$ cat src/pkg/tlvi_pkg.sv
// Constants, register map and carrier types of the vectored interrupt unit.
// Assumes one 10 MHz system clock shared with the CPU sequencer.
//
// Notes on behaviour
// - Flags sampled each cycle, polled next cycle
// - No call while equal/higher level active
// - Call only on final instruction cycle
// - Return or interrupt write delays vectoring
// - Unserviced level requests are never remembered
// - Call pushes PC only, loads vector
// - Vectors 0003H upward, eight bytes apart
// - Return-from-interrupt ends active level
// - Plain return leaves active level alone
// - Lines zero/one: level or edge type
// - Lines two/three: polarity and type bits
// - Vectoring clears only edge-mode line flags
// - Vectoring clears timer zero/one overflow flags
// - Timer two: overflow OR external edge flag
// - Serial request is receive OR transmit
// - Peripheral flags never cleared by vectoring
// - Firmware writes flags like hardware does, save level-mode line flags
// - USB request ORs event and endpoint flags
// - Per-source enables plus a global enable
// - Level one pre-empts level zero only
// - Same level resolved by slot order
package tlvi_pkg;

  // ----------------------------------------------------------------
  // Register offsets
  // ----------------------------------------------------------------
  localparam logic [7:0] OFS_ENABLE = 8'h00;
  localparam logic [7:0] OFS_AUX_ENABLE = 8'h01;
  localparam logic [7:0] OFS_EXT_CTRL = 8'h02;
  localparam logic [7:0] OFS_PRIORITY = 8'h03;
  localparam logic [7:0] OFS_AUX_PRIORITY = 8'h04;
  localparam logic [7:0] OFS_TIMER_CTRL = 8'h05;
  localparam logic [7:0] OFS_TIMER2_CTRL = 8'h06;
  localparam logic [7:0] OFS_STATUS = 8'h07;

  // ----------------------------------------------------------------
  // Field positions
  // ----------------------------------------------------------------
  localparam int BIT_GLOBAL_EN = 7;
  localparam int BIT_TF1 = 7;
  localparam int BIT_TF0 = 5;
  localparam int BIT_IE1 = 3;
  localparam int BIT_IT1 = 2;
  localparam int BIT_IE0 = 1;
  localparam int BIT_IT0 = 0;
  localparam int BIT_IL3 = 7;
  localparam int BIT_IE3 = 5;
  localparam int BIT_IT3 = 4;
  localparam int BIT_IL2 = 3;
  localparam int BIT_IE2 = 1;
  localparam int BIT_IT2 = 0;
  localparam int BIT_T2_OVF = 7;
  localparam int BIT_T2_EXT = 6;
  localparam int BIT_T2_EXT_EN = 3;

  // Writable bits of each masked register; the rest read as zero, save the line 2/3 flags at OFS_EXT_CTRL
  localparam logic [7:0] MASK_ENABLE = 8'hBF;
  localparam logic [7:0] MASK_AUX = 8'hE1;
  localparam logic [7:0] MASK_EXT_CFG = 8'hDD;

  // ----------------------------------------------------------------
  // Reset values
  // ----------------------------------------------------------------
  localparam logic [7:0] RST_REG = 8'h00;

  // ----------------------------------------------------------------
  // Vectors and slots
  // ----------------------------------------------------------------
  localparam int NUM_SLOTS = 16;
  localparam logic [15:0] VEC_BASE = 16'h0003;
  localparam int VEC_SHIFT = 3;
  localparam logic [15:0] UNUSED_SLOTS = 16'h1E00;

  // CPU sequencer status, all on the system clock
  typedef struct packed {
    logic cycle_strobe;  // One pulse per instruction cycle
    logic last_cycle;    // Cycle is the instruction's final one
    logic reti;          // Return-from-interrupt executing
    logic irq_reg_write; // Instruction writes an interrupt register
  } tlvi_cpu_t;

  // Hardware call command to the sequencer
  typedef struct packed {
    logic call;          // Push PC only, then jump to addr
    logic level;         // Priority level taken
    logic [3:0] slot;    // Source slot, zero based
    logic [15:0] addr;   // Vector address
  } tlvi_call_t;

  // USB bus events and frame markers
  typedef struct packed {
    logic usb_bus_reset_flag;
    logic usb_resume_flag;
    logic usb_suspend_flag;
    logic start_of_frame_flag;
    logic auto_frame_marker_flag;
  } tlvi_usb_t;

endpackage

$ cat src/hw/tlvi_unit.sv
// Two-level vectored interrupt unit: flag storage, polling and call.
// Assumes the CPU sequencer obeys call_out and pushes PC only, and that
// peripheral flags are cleared by firmware inside their own blocks.
//
// Chosen here: the placing of the registers and the strobed register port.
`timescale 1ns/1ps

module tlvi_unit
  import tlvi_pkg::*;
#(
  parameter int NUM_USB_EP = 8
) (
  input wire logic clk_sys_in,
  input wire logic sys_rst_in,
  input wire logic clk_en_in,
  input wire logic [7:0] reg_addr_in,
  input wire logic [7:0] reg_wdata_in,
  input wire logic reg_wr_in,
  input wire logic reg_rd_in,
  output logic [7:0] reg_rdata_out,
  input wire tlvi_cpu_t cpu_in,
  output tlvi_call_t call_out,
  output logic [1:0] in_progress_out,
  input wire logic [3:0] ext_line_in,
  input wire logic timer2_external_input_in,
  input wire logic timer0_rollover_in,
  input wire logic timer1_rollover_in,
  input wire logic timer2_overflow_flag_in,
  input wire logic serial_receive_flag_in,
  input wire logic serial_transmit_flag_in,
  input wire logic spi_done_flag_in,
  input wire logic keypad_match_flag_in,
  input wire logic twowire_flag_in,
  input wire tlvi_usb_t usb_event_in,
  input wire logic [NUM_USB_EP-1:0] usb_endpoint_flag_in
);

  // ----------------------------------------------------------------
  // Storage
  // ----------------------------------------------------------------
  logic [7:0] enable_reg;     // Global and primary source enables
  logic [7:0] aux_enable_reg; // USB, two-wire, keypad, SPI enables
  logic [7:0] ext_cfg_reg;    // Polarity, enable, type of lines 2/3
  logic [7:0] priority_reg;   // Level bits of primary sources
  logic [7:0] aux_prio_reg;   // Level bits of auxiliary sources
  logic [1:0] ext01_type;     // Edge select of lines 0/1
  logic [3:0] ext_flag;       // External line request flags
  logic timer0_overflow_flag;
  logic timer1_overflow_flag;
  logic timer2_external_flag;
  logic timer2_external_input_enable;
  logic [1:0] active;         // Levels currently in service
  logic [NUM_SLOTS-1:0] req_sample; // Flags held for next poll
  logic wr_seen;              // Interrupt register write this instr
  logic [3:0] ext_s1;         // Synchroniser first stage
  logic [3:0] ext_s2;         // Synchroniser second stage
  logic [3:0] ext_act_prev;   // Last active state for edge detect
  logic t2x_s1;
  logic t2x_s2;
  logic t2x_prev;

  // ----------------------------------------------------------------
  // Decode
  // ----------------------------------------------------------------
  logic wr_en;
  logic wr_ext_ctrl;
  logic wr_timer_ctrl;
  logic wr_timer2;
  assign wr_en = reg_wr_in & clk_en_in;
  assign wr_ext_ctrl = wr_en & (reg_addr_in == OFS_EXT_CTRL);
  assign wr_timer_ctrl = wr_en & (reg_addr_in == OFS_TIMER_CTRL);
  assign wr_timer2 = wr_en & (reg_addr_in == OFS_TIMER2_CTRL);

  // Per-line type and polarity; lines 0/1 are fixed active low
  logic [3:0] ext_type;
  logic [3:0] ext_pol;
  assign ext_type = {ext_cfg_reg[BIT_IT3], ext_cfg_reg[BIT_IT2],
                     ext01_type};
  assign ext_pol = {ext_cfg_reg[BIT_IL3], ext_cfg_reg[BIT_IL2],
                    2'b00};

  // Flag write data per line, in the register that holds it
  logic [3:0] ext_wr;
  logic [3:0] ext_wbit;
  assign ext_wr = {wr_ext_ctrl, wr_ext_ctrl, wr_timer_ctrl,
                   wr_timer_ctrl};
  assign ext_wbit = {reg_wdata_in[BIT_IE3], reg_wdata_in[BIT_IE2],
                     reg_wdata_in[BIT_IE1], reg_wdata_in[BIT_IE0]};

  // Call decision signals, defined further down
  logic call_go;
  logic [3:0] sel_slot;
  logic sel_level;

  // ----------------------------------------------------------------
  // Pin synchronisers
  // ----------------------------------------------------------------
  // Pins are asynchronous; only the second stage feeds logic
  always_ff @(posedge clk_sys_in) begin
    if (sys_rst_in) begin
      // Idle pins sit high; starting there avoids a false edge
      ext_s1 <= 4'hF;
      ext_s2 <= 4'hF;
      t2x_s1 <= 1'b1;
      t2x_s2 <= 1'b1;
    end else if (clk_en_in) begin
      ext_s1 <= ext_line_in;
      ext_s2 <= ext_s1;
      t2x_s1 <= timer2_external_input_in;
      t2x_s2 <= t2x_s1;
    end
  end

  // Active level per line after polarity
  logic [3:0] ext_act;
  assign ext_act = ~(ext_s2 ^ ext_pol);

  // Edge detector history
  always_ff @(posedge clk_sys_in) begin
    if (sys_rst_in) begin
      ext_act_prev <= 4'h0;
      t2x_prev <= 1'b1;
    end else if (clk_en_in) begin
      ext_act_prev <= ext_act;
      t2x_prev <= t2x_s2;
    end
  end

  // ----------------------------------------------------------------
  // External line flags
  // ----------------------------------------------------------------
  // Edge mode: set on edge, set beats both clears. Level mode: the
  // flag mirrors the line, so a firmware write has no effect at all.
  always_ff @(posedge clk_sys_in) begin
    if (sys_rst_in) begin
      ext_flag <= 4'h0;
    end else if (clk_en_in) begin
      for (int i = 0; i < 4; i++) begin
        if (!ext_type[i]) begin
          ext_flag[i] <= ext_act[i];
        end else if (ext_act[i] && !ext_act_prev[i]) begin
          ext_flag[i] <= 1'b1;
        end else if (ext_wr[i]) begin
          ext_flag[i] <= ext_wbit[i];
        end else if (call_go && sel_slot == ext_slot(i)) begin
          ext_flag[i] <= 1'b0;
        end
      end
    end
  end

  // Slot number of external line i
  function automatic logic [3:0] ext_slot(input int i);
    logic [3:0] s;
    s = 4'h0;
    case (i)
      0: s = 4'h0;
      1: s = 4'h2;
      2: s = 4'h6;
      default: s = 4'h7;
    endcase
    return s;
  endfunction

  // ----------------------------------------------------------------
  // Timer flags
  // ----------------------------------------------------------------
  // Rollover sets win over firmware and vector clears
  always_ff @(posedge clk_sys_in) begin
    if (sys_rst_in) begin
      timer0_overflow_flag <= 1'b0;
      timer1_overflow_flag <= 1'b0;
    end else if (clk_en_in) begin
      if (timer0_rollover_in) begin
        timer0_overflow_flag <= 1'b1;
      end else if (wr_timer_ctrl) begin
        timer0_overflow_flag <= reg_wdata_in[BIT_TF0];
      end else if (call_go && sel_slot == 4'h1) begin
        timer0_overflow_flag <= 1'b0;
      end
      if (timer1_rollover_in) begin
        timer1_overflow_flag <= 1'b1;
      end else if (wr_timer_ctrl) begin
        timer1_overflow_flag <= reg_wdata_in[BIT_TF1];
      end else if (call_go && sel_slot == 4'h3) begin
        timer1_overflow_flag <= 1'b0;
      end
    end
  end

  // Timer two external flag: falling edge while enabled, never
  // cleared by vectoring
  always_ff @(posedge clk_sys_in) begin
    if (sys_rst_in) begin
      timer2_external_flag <= 1'b0;
      timer2_external_input_enable <= 1'b0;
    end else if (clk_en_in) begin
      if (wr_timer2) begin
        timer2_external_input_enable <= reg_wdata_in[BIT_T2_EXT_EN];
      end
      if (timer2_external_input_enable && t2x_prev && !t2x_s2) begin
        timer2_external_flag <= 1'b1;
      end else if (wr_timer2) begin
        timer2_external_flag <= reg_wdata_in[BIT_T2_EXT];
      end
    end
  end

  // ----------------------------------------------------------------
  // Configuration registers
  // ----------------------------------------------------------------
  always_ff @(posedge clk_sys_in) begin
    if (sys_rst_in) begin
      enable_reg <= RST_REG;
      aux_enable_reg <= RST_REG;
      ext_cfg_reg <= RST_REG;
      priority_reg <= RST_REG;
      aux_prio_reg <= RST_REG;
      ext01_type <= 2'b00;
    end else if (wr_en) begin
      unique case (reg_addr_in)
        OFS_ENABLE: enable_reg <= reg_wdata_in & MASK_ENABLE;
        OFS_AUX_ENABLE: aux_enable_reg <= reg_wdata_in & MASK_AUX;
        OFS_EXT_CTRL: ext_cfg_reg <= reg_wdata_in & MASK_EXT_CFG;
        OFS_PRIORITY: priority_reg <= reg_wdata_in;
        OFS_AUX_PRIORITY: aux_prio_reg <= reg_wdata_in & MASK_AUX;
        OFS_TIMER_CTRL: begin
          ext01_type <= {reg_wdata_in[BIT_IT1], reg_wdata_in[BIT_IT0]};
        end
        default: begin
        end
      endcase
    end
  end

  // ----------------------------------------------------------------
  // Read port
  // ----------------------------------------------------------------
  logic [7:0] rd_mux;
  always_comb begin
    rd_mux = 8'h00;
    unique case (reg_addr_in)
      OFS_ENABLE: rd_mux = enable_reg;
      OFS_AUX_ENABLE: rd_mux = aux_enable_reg;
      OFS_EXT_CTRL: begin
        rd_mux = ext_cfg_reg;
        rd_mux[BIT_IE3] = ext_flag[3];
        rd_mux[BIT_IE2] = ext_flag[2];
      end
      OFS_PRIORITY: rd_mux = priority_reg;
      OFS_AUX_PRIORITY: rd_mux = aux_prio_reg;
      OFS_TIMER_CTRL: begin
        rd_mux[BIT_TF1] = timer1_overflow_flag;
        rd_mux[BIT_TF0] = timer0_overflow_flag;
        rd_mux[BIT_IE1] = ext_flag[1];
        rd_mux[BIT_IT1] = ext01_type[1];
        rd_mux[BIT_IE0] = ext_flag[0];
        rd_mux[BIT_IT0] = ext01_type[0];
      end
      OFS_TIMER2_CTRL: begin
        rd_mux[BIT_T2_OVF] = timer2_overflow_flag_in;
        rd_mux[BIT_T2_EXT] = timer2_external_flag;
        rd_mux[BIT_T2_EXT_EN] = timer2_external_input_enable;
      end
      OFS_STATUS: rd_mux = {sel_slot, 1'b0, sel_level, active};
      default: rd_mux = 8'h00;
    endcase
  end

  // Data stands for the one cycle after the read strobe only
  always_ff @(posedge clk_sys_in) begin
    if (sys_rst_in) begin
      reg_rdata_out <= 8'h00;
    end else if (clk_en_in) begin
      reg_rdata_out <= reg_rd_in ? rd_mux : 8'h00;
    end
  end

  // ----------------------------------------------------------------
  // Request vector
  // ----------------------------------------------------------------
  logic [NUM_SLOTS-1:0] req_raw;
  logic [NUM_SLOTS-1:0] slot_en;
  logic [NUM_SLOTS-1:0] slot_prio;
  logic usb_req;
  assign usb_req = (|usb_event_in) | (|usb_endpoint_flag_in);
  always_comb begin
    req_raw = 16'h0000;
    req_raw[0] = ext_flag[0];
    req_raw[1] = timer0_overflow_flag;
    req_raw[2] = ext_flag[1];
    req_raw[3] = timer1_overflow_flag;
    req_raw[4] = serial_receive_flag_in | serial_transmit_flag_in;
    req_raw[5] = timer2_overflow_flag_in | timer2_external_flag;
    req_raw[6] = ext_flag[2];
    req_raw[7] = ext_flag[3];
    req_raw[8] = spi_done_flag_in;
    req_raw[13] = keypad_match_flag_in;
    req_raw[14] = twowire_flag_in;
    req_raw[15] = usb_req;
  end
  assign slot_en = {aux_enable_reg[7:5], 4'h0, aux_enable_reg[0],
                    ext_cfg_reg[6], ext_cfg_reg[2], enable_reg[5:0]};
  assign slot_prio = {aux_prio_reg[7:5], 4'h0, aux_prio_reg[0],
                      priority_reg};

  // Sample once per instruction cycle; no history beyond one sample,
  // so a request that drops before it is taken is simply gone
  always_ff @(posedge clk_sys_in) begin
    if (sys_rst_in) begin
      req_sample <= 16'h0000;
    end else if (clk_en_in && cpu_in.cycle_strobe) begin
      req_sample <= req_raw;
    end
  end

  // ----------------------------------------------------------------
  // Polling and priority resolution
  // ----------------------------------------------------------------
  logic [NUM_SLOTS-1:0] pend;
  logic [NUM_SLOTS-1:0] pend_hi;
  logic [NUM_SLOTS-1:0] pend_pick;
  logic any_pend;
  logic level_blocked;
  logic instr_blocked;
  assign pend = req_sample & slot_en & ~UNUSED_SLOTS
              & {NUM_SLOTS{enable_reg[BIT_GLOBAL_EN]}};
  assign pend_hi = pend & slot_prio;
  assign pend_pick = (|pend_hi) ? pend_hi : pend;
  assign any_pend = |pend;

  // Lowest slot of the chosen level wins
  always_comb begin
    sel_slot = 4'h0;
    for (int i = NUM_SLOTS - 1; i >= 0; i--) begin
      if (pend_pick[i]) begin
        sel_slot = i[3:0];
      end
    end
  end
  assign sel_level = |pend_hi;

  // Equal or higher level already running blocks the call
  assign level_blocked = active[1] | (active[0] & ~sel_level);
  assign instr_blocked = cpu_in.reti | cpu_in.irq_reg_write
                       | wr_seen | reg_wr_in;
  assign call_go = clk_en_in & cpu_in.cycle_strobe & cpu_in.last_cycle
                 & any_pend & ~level_blocked & ~instr_blocked;

  // A register write or return holds off vectoring past the next
  // instruction, even when it falls on an earlier cycle of its own
  always_ff @(posedge clk_sys_in) begin
    if (sys_rst_in) begin
      wr_seen <= 1'b0;
    end else if (clk_en_in) begin
      if (reg_wr_in || cpu_in.reti || cpu_in.irq_reg_write) begin
        wr_seen <= 1'b1;
      end else if (cpu_in.cycle_strobe && cpu_in.last_cycle) begin
        wr_seen <= 1'b0;
      end
    end
  end

  // ----------------------------------------------------------------
  // In-progress levels
  // ----------------------------------------------------------------
  // Only return-from-interrupt retires a level; a plain return is
  // not seen here at all, which keeps the level blocked
  always_ff @(posedge clk_sys_in) begin
    if (sys_rst_in) begin
      active <= 2'b00;
    end else if (clk_en_in) begin
      if (call_go) begin
        active[sel_level] <= 1'b1;
      end else if (cpu_in.reti) begin
        if (active[1]) begin
          active[1] <= 1'b0;
        end else begin
          active[0] <= 1'b0;
        end
      end
    end
  end
  assign in_progress_out = active;

  // ----------------------------------------------------------------
  // Call command
  // ----------------------------------------------------------------
  // Sequencer pushes the PC alone, never the status word
  always_ff @(posedge clk_sys_in) begin
    if (sys_rst_in) begin
      call_out <= '0;
    end else if (clk_en_in) begin
      call_out.call <= call_go;
      if (call_go) begin
        call_out.level <= sel_level;
        call_out.slot <= sel_slot;
        call_out.addr <= VEC_BASE
          + {9'h000, sel_slot, 3'h0};
      end
    end
  end
endmodule

$ cat config.mk
export PLATFORM = sky130hd
export DESIGN_NAME = tlvi_unit
export DESIGN_NICKNAME = d
export VERILOG_FILES = /design/src/pkg/tlvi_pkg.sv /design/src/hw/tlvi_unit.sv
export SDC_FILE = /design/constraint.sdc
export NUM_CORES = 1
export LEC_CHECK = 0
export BUFFER_PORTS_ARGS = -buffer_cell sky130_fd_sc_hd__buf_4
export CORE_UTILIZATION = 39
export CTS_CLUSTER_SIZE = 28
export DETAILED_ROUTE_END_ITERATION = 10
export GPL_TIMING_DRIVEN = 0
export PLACE_DENSITY = 0.63
export SETUP_SLACK_MARGIN = 0.02
export SYNTH_ARGS = -nofsm -noshare
export SYNTH_HDL_FRONTEND = slang
export SYNTH_SLANG_ARGS = --single-unit
export TNS_END_PERCENT = 5
$ cat constraint.sdc
create_clock -name clk_sys_in -period 3.5 [get_ports clk_sys_in]
set_input_delay 0.175 -clock clk_sys_in [delete_from_list [all_inputs] [get_ports clk_sys_in]]
set_output_delay 0.175 -clock clk_sys_in [all_outputs]
set_load 0.1 [all_outputs]
# Word-level counts from Yosys, hierarchy flattened
# Index checks and enable logic that the tools add are counted.
dict set report totals {
  wordCells 201
  register_bits 99
  output_inout_bits 32
}
dict set report classes {
  reduce_logical 50
  n_addsub 1
  mux 75
  n_eq_ne 18
  bitwise 26
  magnitude_cmp 2
}
# cell n
set ops {}
lappend ops {{4-bit 2-to-1 mux} 36}
lappend ops {{16-bit bitwise AND} 3}
lappend ops {{2-bit AND reduction} 17}
lappend ops {{8-bit by 3-bit == test with 1-bit output, second input constant} 4}
lappend ops {{16-bit OR reduction} 2}
lappend ops {{1-bit 2-to-1 mux} 28}
lappend ops {{3-bit case mux with 7 select lines} 1}
lappend ops {{4-bit == test} 4}
lappend ops {{8-bit by 2-bit == test with 1-bit output, second input constant} 2}
lappend ops {{16-bit 2-to-1 mux} 1}
lappend ops {{4-bit by 1-bit inequality test with 1-bit output, second input constant} 4}
lappend ops {{1-bit logical AND} 15}
lappend ops {{1-bit bitwise AND} 10}
lappend ops {{2-bit by 7-bit adder with 8-bit output, first input constant} 1}
lappend ops {{8-bit by 1-bit == test with 1-bit output, second input constant} 1}
lappend ops {{8-bit zero test} 1}
lappend ops {{8-bit 2-to-1 mux} 1}
lappend ops {{1-bit case mux with 8 select lines} 1}
lappend ops {{8-bit OR reduction} 1}
lappend ops {{1-bit bitwise OR} 7}
lappend ops {{1-bit case mux with 7 select lines} 1}
lappend ops {{1-bit case mux with 6 select lines} 1}
lappend ops {{2-bit nonzero test} 3}
lappend ops {{3-bit nonzero test} 2}
lappend ops {{other kinds (17)} 25}

# Logic depth before layout (Yosys ltp)
# Gate-level depths: netlist of run 1.
dict set report logic_depth {
  ltp_word 27
  depth_mapped 12
}

# Worst setup path before layout of run 1
# No wires, ideal clock.
dict set report synth_path {
  path_kind {flip-flop to flip-flop}
  start {reg aux_enable_reg[6]}
  end {reg ext_flag[0]}
  stages_incl_launch_ff 11
  period_less_slack_ns 2.634
  required_time_ns 3.379
  arrival_time_ns 2.512
  setup_slack_ns 0.866
  cell_sequence {dfxtp_1 -> and3_4 -> o41ai_4 -> nand3_4 -> o41ai_2 -> a31o_1 -> a21oi_2 -> o31ai_4 -> a21oi_2 -> o21ai_2 -> mux2_4}
}
dict set report synth_via {
  elab_chain_cells 25
  elab_cells_between_ends 33
  cone_classes {eq/ne: 2; mux: 17; bitwise: 10; reduce/logical: 4}
}
# item line_no
set synth_rtl {}
lappend synth_rtl {{start, declared} tlvi_unit.sv:42} ;# logic [7:0] aux_enable_reg;
lappend synth_rtl {{start signal, assigned} tlvi_unit.sv:223} ;# OFS_AUX_ENABLE: aux_enable_reg <= reg_wdata_in & MASK_AUX;
lappend synth_rtl {{16-bit bitwise AND (*)} tlvi_unit.sv:326} ;# assign pend = req_sample & slot_en & ~UNUSED_SLOTS
lappend synth_rtl {{16-bit bitwise AND (*)} tlvi_unit.sv:327} ;# & {NUM_SLOTS{enable_reg[BIT_GLOBAL_EN]}};
lappend synth_rtl {{16-bit bitwise AND} tlvi_unit.sv:328} ;# assign pend_hi = pend & slot_prio;
lappend synth_rtl {{16-bit OR reduction} {tlvi_unit.sv:329, tlvi_unit.sv:341}}
lappend synth_rtl {{16-bit 2-to-1 mux} tlvi_unit.sv:329} ;# assign pend_pick = (|pend_hi) ? pend_hi : pend;
lappend synth_rtl {{4-bit 2-to-1 mux (16 in series)} tlvi_unit.sv:336} ;# if (pend_pick[i]) begin
lappend synth_rtl {{4-bit == test} tlvi_unit.sv:145} ;# end else if (call_go && sel_slot == ext_slot(i)) begin
lappend synth_rtl {{1-bit logical AND (*)} tlvi_unit.sv:145}
lappend synth_rtl {{4-bit by 1-bit inequality test with 1-bit output (no source line) (*)} --}
lappend synth_rtl {{2-bit AND reduction (no source line) (*)} --}
lappend synth_rtl {{end signal, assigned by index} tlvi_unit.sv:140} ;# ext_flag[i] <= ext_act[i];
lappend synth_rtl {{end signal, assigned by index} tlvi_unit.sv:144} ;# ext_flag[i] <= ext_wbit[i];
lappend synth_rtl {{end, declared} tlvi_unit.sv:47} ;# logic [3:0] ext_flag;
# Mark *: on every way between the ends. The rest lies on a longest branch, timed or not.
# A chain may end at the register's enable or synchronous reset.

# Final worst setup path of run 1
dict set report layout_path {
  start {reg aux_prio_reg[0]}
  end {reg ext_flag[0]}
}
dict set report layout_via {
  elab_chain_cells 23
  elab_cells_between_ends 29
  cone_classes {eq/ne: 2; mux: 17; bitwise: 7; reduce/logical: 3}
}
# item line_no
set layout_rtl {}
lappend layout_rtl {{start, declared} tlvi_unit.sv:45} ;# logic [7:0] aux_prio_reg;
lappend layout_rtl {{start signal, assigned} tlvi_unit.sv:226} ;# OFS_AUX_PRIORITY: aux_prio_reg <= reg_wdata_in & MASK_AUX;
lappend layout_rtl {{16-bit bitwise AND (*)} tlvi_unit.sv:328}
lappend layout_rtl {{16-bit OR reduction} {tlvi_unit.sv:329, tlvi_unit.sv:341}}
lappend layout_rtl {{16-bit 2-to-1 mux} tlvi_unit.sv:329}
lappend layout_rtl {{4-bit 2-to-1 mux (16 in series)} tlvi_unit.sv:336}
lappend layout_rtl {{4-bit == test} tlvi_unit.sv:145}
lappend layout_rtl {{1-bit logical AND (*)} tlvi_unit.sv:145}
lappend layout_rtl {{4-bit by 1-bit inequality test with 1-bit output (no source line) (*)} --}
lappend layout_rtl {{2-bit AND reduction (no source line) (*)} --}
# Marked as above.

==> impl_metrics.csv, run 1 <==
group,metric,value,unit
layout,instances_no_fill,787,
power_and_ir_drop,clkPwrFrac,44.4,%
timing,hold_viol,0,
worst_setup_path,critical_path_arrival,3.39,ns
placed_design,pre_cts_ws,0.408,ns
yosys,ys.flop_type,"dfxtp_1",
routing,drc,0,
min_path,min_path_cells,3,
layout,largest_reg_flops,12,
power_and_ir_drop,p_sw,0.562,mW
worst_setup_path,worstPathRequired,3.73,ns
worst_setup_path,ff2ff_path_depth,10,
min_path,hold_end,"ext_s1[2]",
yosys,synth_enable_flop_cells,0,
yosys,synthDistinctLibCells,79,
power_and_ir_drop,switching_share,26.0,%
floorplan,start_util,39.9,%
power_and_ir_drop,internal-power,1.60,mW
clock_tree,post_cts_buffers,0,
floorplan,ios,83,
yosys,ys_warn_count,0,
yosys,synthesis.area,0.00455,mm^2
placed_design,gp_congestion,0.945,
clock_tree,clock_path_buffers,2,
timing,setup_slack,0.340,ns
power_and_ir_drop,p_leak,2.24,nW
clock_tree,insertion_delay,0.35,ns
placed_design,place_hpwl,11500,um
timing,period_minus_slack,3.16,ns
worst_setup_path,r2r-start,"aux_prio_reg[0]",
timing,rsz0062_at_grt,"false",
power_and_ir_drop,power_frac_comb,10.1,%
timing,skew,0.00967,ns
grt,grt_pass1_wl,23100,um
yosys,synthCells,550,
clock_tree,cts.htree.levels,3,
routing,drtAntennaViolNets,0,
routing,drt_pre_antenna_iters,5,
yosys,synth.avg_cell_area,8.28,um^2
grt,grt_usage,26.2,%
floorplan,die_area,0.0121,mm^2
clock_tree,cts_resized,0,
clock_tree,cts_inserted_buffers,9,
floorplan,die_w,110,um
routing,vias_per_cell,5.72,
routing,routed_wl,15200,um
grt,antenna_found_initial,0,
timing,slew_headroom,-1.72,%
clock_tree,cts_root_buf,"clkbuf_16",
outcome,status,"finished, violations left",
min_path,hold_path.startpoint,"ext_line_in[2]",
layout,layout_commonest_cell,"nand2_1",
worst_setup_path,crit_fanout,10,
yosys,ys_seq_area_share,36.9,%
routing,vias,4503,
power_and_ir_drop,ir_worst_vdd,0.351,mV
routing,first_iter_violations,363,
worst_setup_path,worstSetupPathType,"flip-flop to flip-flop",
layout,layout.nets,690,
timing,tns,0,ns
timing,maxSlewViolCount,5,
clock_tree,cts_hold_buf,0,
clock_tree,clk_pin_slew,0.07,ns
grt,grt_max_degree,15,
layout,antenna_cells,0,
min_path,hp-class,"input port to flip-flop",
clock_tree,cts_num_sinks,84,
floorplan,die_h,110,um
placed_design,io_buffers,69,
layout,layout_common_cells,"nand2_1 (91), buf_4 (86), dfxtp_1 (84), nor2_1 (54), a21oi_1 (45)",
worst_setup_path,crit_path_end_kind,"flip-flop",
placed_design,placed_cells,771,
floorplan,coreArea,0.0114,mm^2
yosys,ys_ff_latch,84,
timing,fmax,0.316,GHz
grt,grt_pass1_vias,4094,
timing,setup_viol,0,
clock_tree,cts_tree,"yes",
floorplan,fp-row-count,39,
layout,syn_to_final_growth,22.5,%
worst_setup_path,reg2reg_to,"ext_flag[0]",
grt,grt_overflow_total,0,
outcome,violations,"capacitance limit, slew limit",
worst_setup_path,start_kind,"flip-flop",
timing,post-route-period-util,90.3,%
worst_setup_path,reg2reg_slack,0.34,ns
run,max-cap-violations,1,
timing,whs,0.0434,ns
power_and_ir_drop,cellPowerDensity,388,mW/mm^2
layout,drive_above_1_share,21.6,%
yosys,synthArstFlopShare,0,%
routing,wl_per_cell,19.3,um
timing,worst_pin_slew,1.51,ns
power_and_ir_drop,seq_power_share,45.6,%
==> cells in the mapped netlist, types with 3 or more instances <==
cell type  number  area share (%)
clkbuf_1       20             1.6
o21ai_0        15             1.6
nand2_1        91             7.5
dfxtp_1        84              37
nand2b_1        4            0.55
inv_1           7            0.58
nand3_1        25             2.7
nor4_1          4            0.55
a31oi_1        10             1.4
a21oi_1        45             4.9
nand4_1         6            0.82
and2_1          4            0.55
nor2b_1         3            0.41
buf_2           3            0.33
buf_1           6            0.49
mux2_2          6             1.5
a22oi_1        16             2.6
or3_1           3            0.41
a211oi_1        4            0.66
nor3_1          8            0.88
and3_1         11             1.5
buf_4          17             2.8
mux2i_1        34             7.5
o41ai_2         3             1.1
nor2_1         54             4.5
==> power by group through the flow <==
stage | logic (mW) | clock network (mW) | registers, mW
detailed placement | 0.215 | 0 | 1.01
global route | 0.232 | 1.01 | 0.989
CTS | 0.216 | 0.971 | 0.987
finish | 0.218 | 0.961 | 0.987
floorplan | 0.133 | 0 | 1.00
global placement | 0.214 | 0 | 1.01
==> worst max-delay path, cell delays in order, from the launching register on <==
cell     delay [ns]
dfxtp_1        0.38
and3_1         0.25
o41ai_4        0.43
nand3_4        0.24
o41ai_2        0.42
a31o_1         0.21
a21oi_2        0.05
o31ai_4        0.40
a21oi_2        0.19
o21ai_2        0.18
mux2_4         0.30
==> area by class of cell <==
cell class	count	area, um^2
Tap cell	143	179
Clock buffer	11	233
Timing Repair Buffer	69	518
Clock inverter	5	61.3
Sequential cell	84	1680
Buffer	47	251
Multi-Input combinational cell	421	2630
Inverter	7	26.3
Fill cell	1112	5840
==> metrics by stage <==
stage	total power, mW	utilization (%)	cell area [um^2]
after CTS	2.17	48.8	5580
after global placement	1.22	46.3	5280
after floorplan	1.14	-	4590
after global routing	2.24	48.8	5580
after detailed placement	1.22	46.3	5280
final	2.17	48.8	5580
==> layer usage <==
metal / track usage, % / wire, um
met4: 9.05 / 346
met1: 35.7 / 6470
met5: 0 / 0
met3: 5.53 / 1280
met2: 40.9 / 7090
==> worst max-delay path by stage <==
stage | start | slack (ns) | end
3_5_place_dp | aux_prio_reg[0] | 0.41 | ext_flag[0]
2_1_floorplan | aux_enable_reg[6] | 0.87 | ext_flag[0]
5_1_grt | enable_reg[7] | 0.11 | ext_flag[1]
3_3_place_gp | aux_prio_reg[0] | 0.37 | ext_flag[0]
6_report | aux_prio_reg[0] | 0.34 | ext_flag[0]
4_1_cts | aux_prio_reg[0] | 0.37 | ext_flag[0]
==> logic make-up (layout without fill, tap and decap cells) <==
group	count (synthesis)	after routing	share of synthesized area [%]
AOI/OAI and AO/OA	138	138	23.1
DFF	84	84	36.9
muxes	42	42	9.78
and+or+nand+nor	228	228	23.4
other	1	10	0.0824
xor gates and xnor gates	3	3	0.577
buffers and inverters	54	139	6.10
Note: power is estimated with default switching activity, not from simulation.
==> run 2, diff against run 1 <==
--- a/config.mk
+++ b/config.mk
@@ -5,12 +5,13 @@
 export SDC_FILE = /design/constraint.sdc
 export NUM_CORES = 1
 export LEC_CHECK = 0
+export ABC_AREA = 1
 export BUFFER_PORTS_ARGS = -buffer_cell sky130_fd_sc_hd__buf_4
 export CORE_UTILIZATION = 39
 export CTS_CLUSTER_SIZE = 28
 export DETAILED_ROUTE_END_ITERATION = 10
 export GPL_TIMING_DRIVEN = 0
-export PLACE_DENSITY = 0.63
+export PLACE_DENSITY = 0.64
 export SETUP_SLACK_MARGIN = 0.02
 export SYNTH_ARGS = -nofsm -noshare
 export SYNTH_HDL_FRONTEND = slang
==> constraint.sdc (replaced) <==
create_clock -name clk_sys_in -period 3.5 [get_ports clk_sys_in]
set_input_delay 0.35 -clock clk_sys_in [delete_from_list [all_inputs] [get_ports clk_sys_in]]
set_output_delay 0.35 -clock clk_sys_in [all_outputs]
set_load 0.1 [all_outputs]
==> impl_metrics.csv, run 2 <==
group,metric,value,unit
outcome,status,"completed",
grt,grt_max_degree,15,
yosys,ys.flop_type,"dfxtp_1",
timing,setup_viol,0,
clock_tree,post_cts_buffers,0,
grt,grt_overflow_total,0,
yosys,netlist.area_leader.share,40.0,%
timing,skew,0.0160,ns
min_path,hp-class,"input port to flip-flop",
floorplan,start_util,40.5,%
yosys,synth.avg_cell_area,7.01,um^2
floorplan,fp-row-count,37,
routing,vias_per_cell,5.32,
grt,grt_pass1_wl,21600,um
worst_setup_path,cpMaxStageDelayCell,"dfxtp_1",
clock_tree,cts_resized,0,
clock_tree,cts_inserted_buffers,9,
timing,maxSlewViolCount,0,
yosys,synthDistinctLibCells,44,
placed_design,gp_congestion,1.01,
power_and_ir_drop,p_leak,2.27,nW
layout,layout_commonest_cell,"nand2_1",
power_and_ir_drop,p_sw,0.523,mW
worst_setup_path,critical_path_arrival,2.73,ns
yosys,synth_enable_flop_cells,0,
power_and_ir_drop,finalPower,1.98,mW
power_and_ir_drop,cellPowerDensity,384,mW/mm^2
timing,whs,0.199,ns
clock_tree,cts_hold_buf,0,
timing,period_minus_slack,2.47,ns
routing,drtAntennaViolNets,0,
layout,fillers,1071,
floorplan,die_h,106,um
worst_setup_path,crit_fanout,10,
worst_setup_path,cp_slowest_stage_delay,0.35,ns
routing,routed_wl,13200,um
clock_tree,cts.htree.levels,3,
routing,drt_pre_antenna_iters,5,
layout,antenna_cells,0,
clock_tree,cts_tree,"yes",
placed_design,pre_cts_ws,0.986,ns
yosys,ys_ff_latch,84,
run,max-cap-violations,0,
yosys,synthCells,599,
floorplan,die_area,0.0112,mm^2
worst_setup_path,crit_path_end_kind,"flip-flop",
routing,wl_per_cell,15.9,um
power_and_ir_drop,switching_share,26.4,%
yosys,ys_top_cells_by_count,"nand2_1 (118), dfxtp_1 (84), a21oi_1 (60)",
layout,largest_reg_flops,12,
worst_setup_path,worstSetupPathType,"flip-flop to flip-flop",
yosys,yosys-top-cells-area,"dfxtp_1 (40%), nand2_1 (11%), a21oi_1 (7.1%), o21ai_0 (6.9%), nor2_1 (5.3%)",
layout,layout.nets,742,
power_and_ir_drop,internal-power,1.46,mW
power_and_ir_drop,clkPwrFrac,38.4,%
timing,slew_headroom,46.5,%
layout,syn_to_final_growth,22.8,%
layout,drive_above_1_share,18.8,%
clock_tree,clock_path_buffers,2,
placed_design,io_buffers,72,
worst_setup_path,start_kind,"flip-flop",
routing,first_iter_violations,293,
yosys,ys_seq_area_share,40.0,%
worst_setup_path,worstPathRequired,3.75,ns
timing,post-route-period-util,70.6,%
timing,setup_slack,1.03,ns
yosys,synthArstFlopShare,0,%
timing,fmax,0.404,GHz
power_and_ir_drop,ir_worst_vdd,0.231,mV
yosys,synth.largest_area_cell,"dfxtp_1",
power_and_ir_drop,seq_power_share,50.4,%
grt,antenna_found_initial,0,
placed_design,place_hpwl,10400,um
yosys,synth_most_common_cell,"nand2_1",
worst_setup_path,path_cells,"buf_6 > nand4_1 > nand2_1 > nor2_4 > nand3_4 > o21a_2 > nand2_1 > nand2_1 > nand2_1 > nand2_1 > nand2_1 > nand2_1 > nand2_1 > nand2_2 > nand2_1 > nand2_1 > nand2_1 > nand2_1 > a21oi_1 > nor2_1",
clock_tree,clk_pin_slew,0.09,ns
timing,rsz0062_at_grt,"false",
yosys,synthesis.area,0.00420,mm^2
power_and_ir_drop,power_frac_comb,11.2,%
floorplan,coreArea,0.0104,mm^2
layout,layout_common_cells,"nand2_1 (118), buf_4 (87), dfxtp_1 (84), a21oi_1 (60), nor2_1 (59)",
timing,hold_viol,0,
grt,grt_pass1_vias,4152,
clock_tree,cts_num_sinks,84,
routing,vias,4423,
timing,tns,0,ns
yosys,ys_warn_count,0,
clock_tree,cts_root_buf,"clkbuf_8",
worst_setup_path,cp_common_cell,"nand2_1",
clock_tree,insertion_delay,0.36,ns
routing,drc,0,
floorplan,die_w,106,um
grt,grt_usage,25.0,%
floorplan,ios,83,
timing,worst_pin_slew,0.797,ns
-- run 2: cell types whose count changed after synthesis, sizes merged, moves of 9 or more --
cell,before,now
a21oi,47,61
a22oi,16,1
and3,13,0
buf,27,18
inv,7,52
mux2i,34,0
nand2,92,122
nand3,26,41
nand4,7,17
nor2,55,68
o21ai,17,65
-- run 2: worst paths after layout --
| path | slack (ns) | endpoint | from | cells after the start |
|---|---|---|---|---|
| setup / recovery | 1.03 | ext_flag[0] | enable_reg[7] | 20 |
| hold / removal | 0.20 | ext_s1[0] | ext_line_in[0] | 3 |
| setup reg to reg | 1.03 | ext_flag[0] | enable_reg[7] | 20 |
| hold reg to reg | 0.47 | t2x_s1 | t2x_s1 | 2 |
-- run 2: kinds of logic (layout without fill, tap and decap cells) --
| group | after synthesis | in the layout | synth area share [%] |
|---|---|---|---|
| AO/OA/AOI/OAI | 156 | 156 | 21.3 |
| XOR/XNOR | 2 | 2 | 0.417 |
| buffers and inverters | 89 | 177 | 9.53 |
| flip-flops | 84 | 84 | 40.0 |
| other | 1 | 10 | 0.0893 |
| AND/OR/NAND/NOR | 267 | 267 | 28.6 |
-- run 2: critical path: cells and delay by family (launching register included) --
family                 cells  cell delay [ns]
AO/OA/AOI/OAI              2             0.39
flip-flops                 1             0.35
buffers and inverters      1             0.15
AND/OR/NAND/NOR           17             1.49
-- run 2: cell type report --
cell class,instances,area [um^2],share of cell area [%]
Sequential cell,84,1680,32.6
Tap cell,136,170,3.30
Inverter,54,203,3.93
Buffer,35,198,3.83
Multi-Input combinational cell,435,2150,41.7
Clock buffer,10,128,2.47
Clock inverter,6,86.3,1.67
Timing Repair Buffer,72,541,10.5
-- run 2: routing by layer --
| layer | vias to the layer above | wire [um] | GRT usage [%] | part of all wire, % |
|---|---|---|---|---|
| met5 | - | 0 | 0 | 0 |
| met4 | 0 | 456 | 11.8 | 3.4 |
| met1 | 2044 | 6020 | 33.3 | 46 |
| li1 | 2186 | - | - | - |
| met3 | 31 | 769 | 4.02 | 5.8 |
| met2 | 162 | 5970 | 39.2 | 45 |
-- run 2: power groups by stage --
stage | clock network (mW) | registers, mW | logic (mW)
2_1_floorplan | 0 | 1.02 | 0.134
3_3_place_gp | 0 | 1.02 | 0.217
3_5_place_dp | 0 | 1.02 | 0.220
4_1_cts | 0.769 | 0.999 | 0.221
5_1_grt | 0.814 | 1.00 | 0.241
6_report | 0.761 | 1.00 | 0.221
-- run 2: stage by stage --
step | utilization (%) | std cells | cell area, um^2
global route | 49.7 | 832 | 5160
floorplan | - | 608 | 4230
global placement | 47.7 | 816 | 4940
detailed placement | 47.7 | 816 | 4940
finish | 49.7 | 832 | 5160
CTS | 49.7 | 832 | 5160
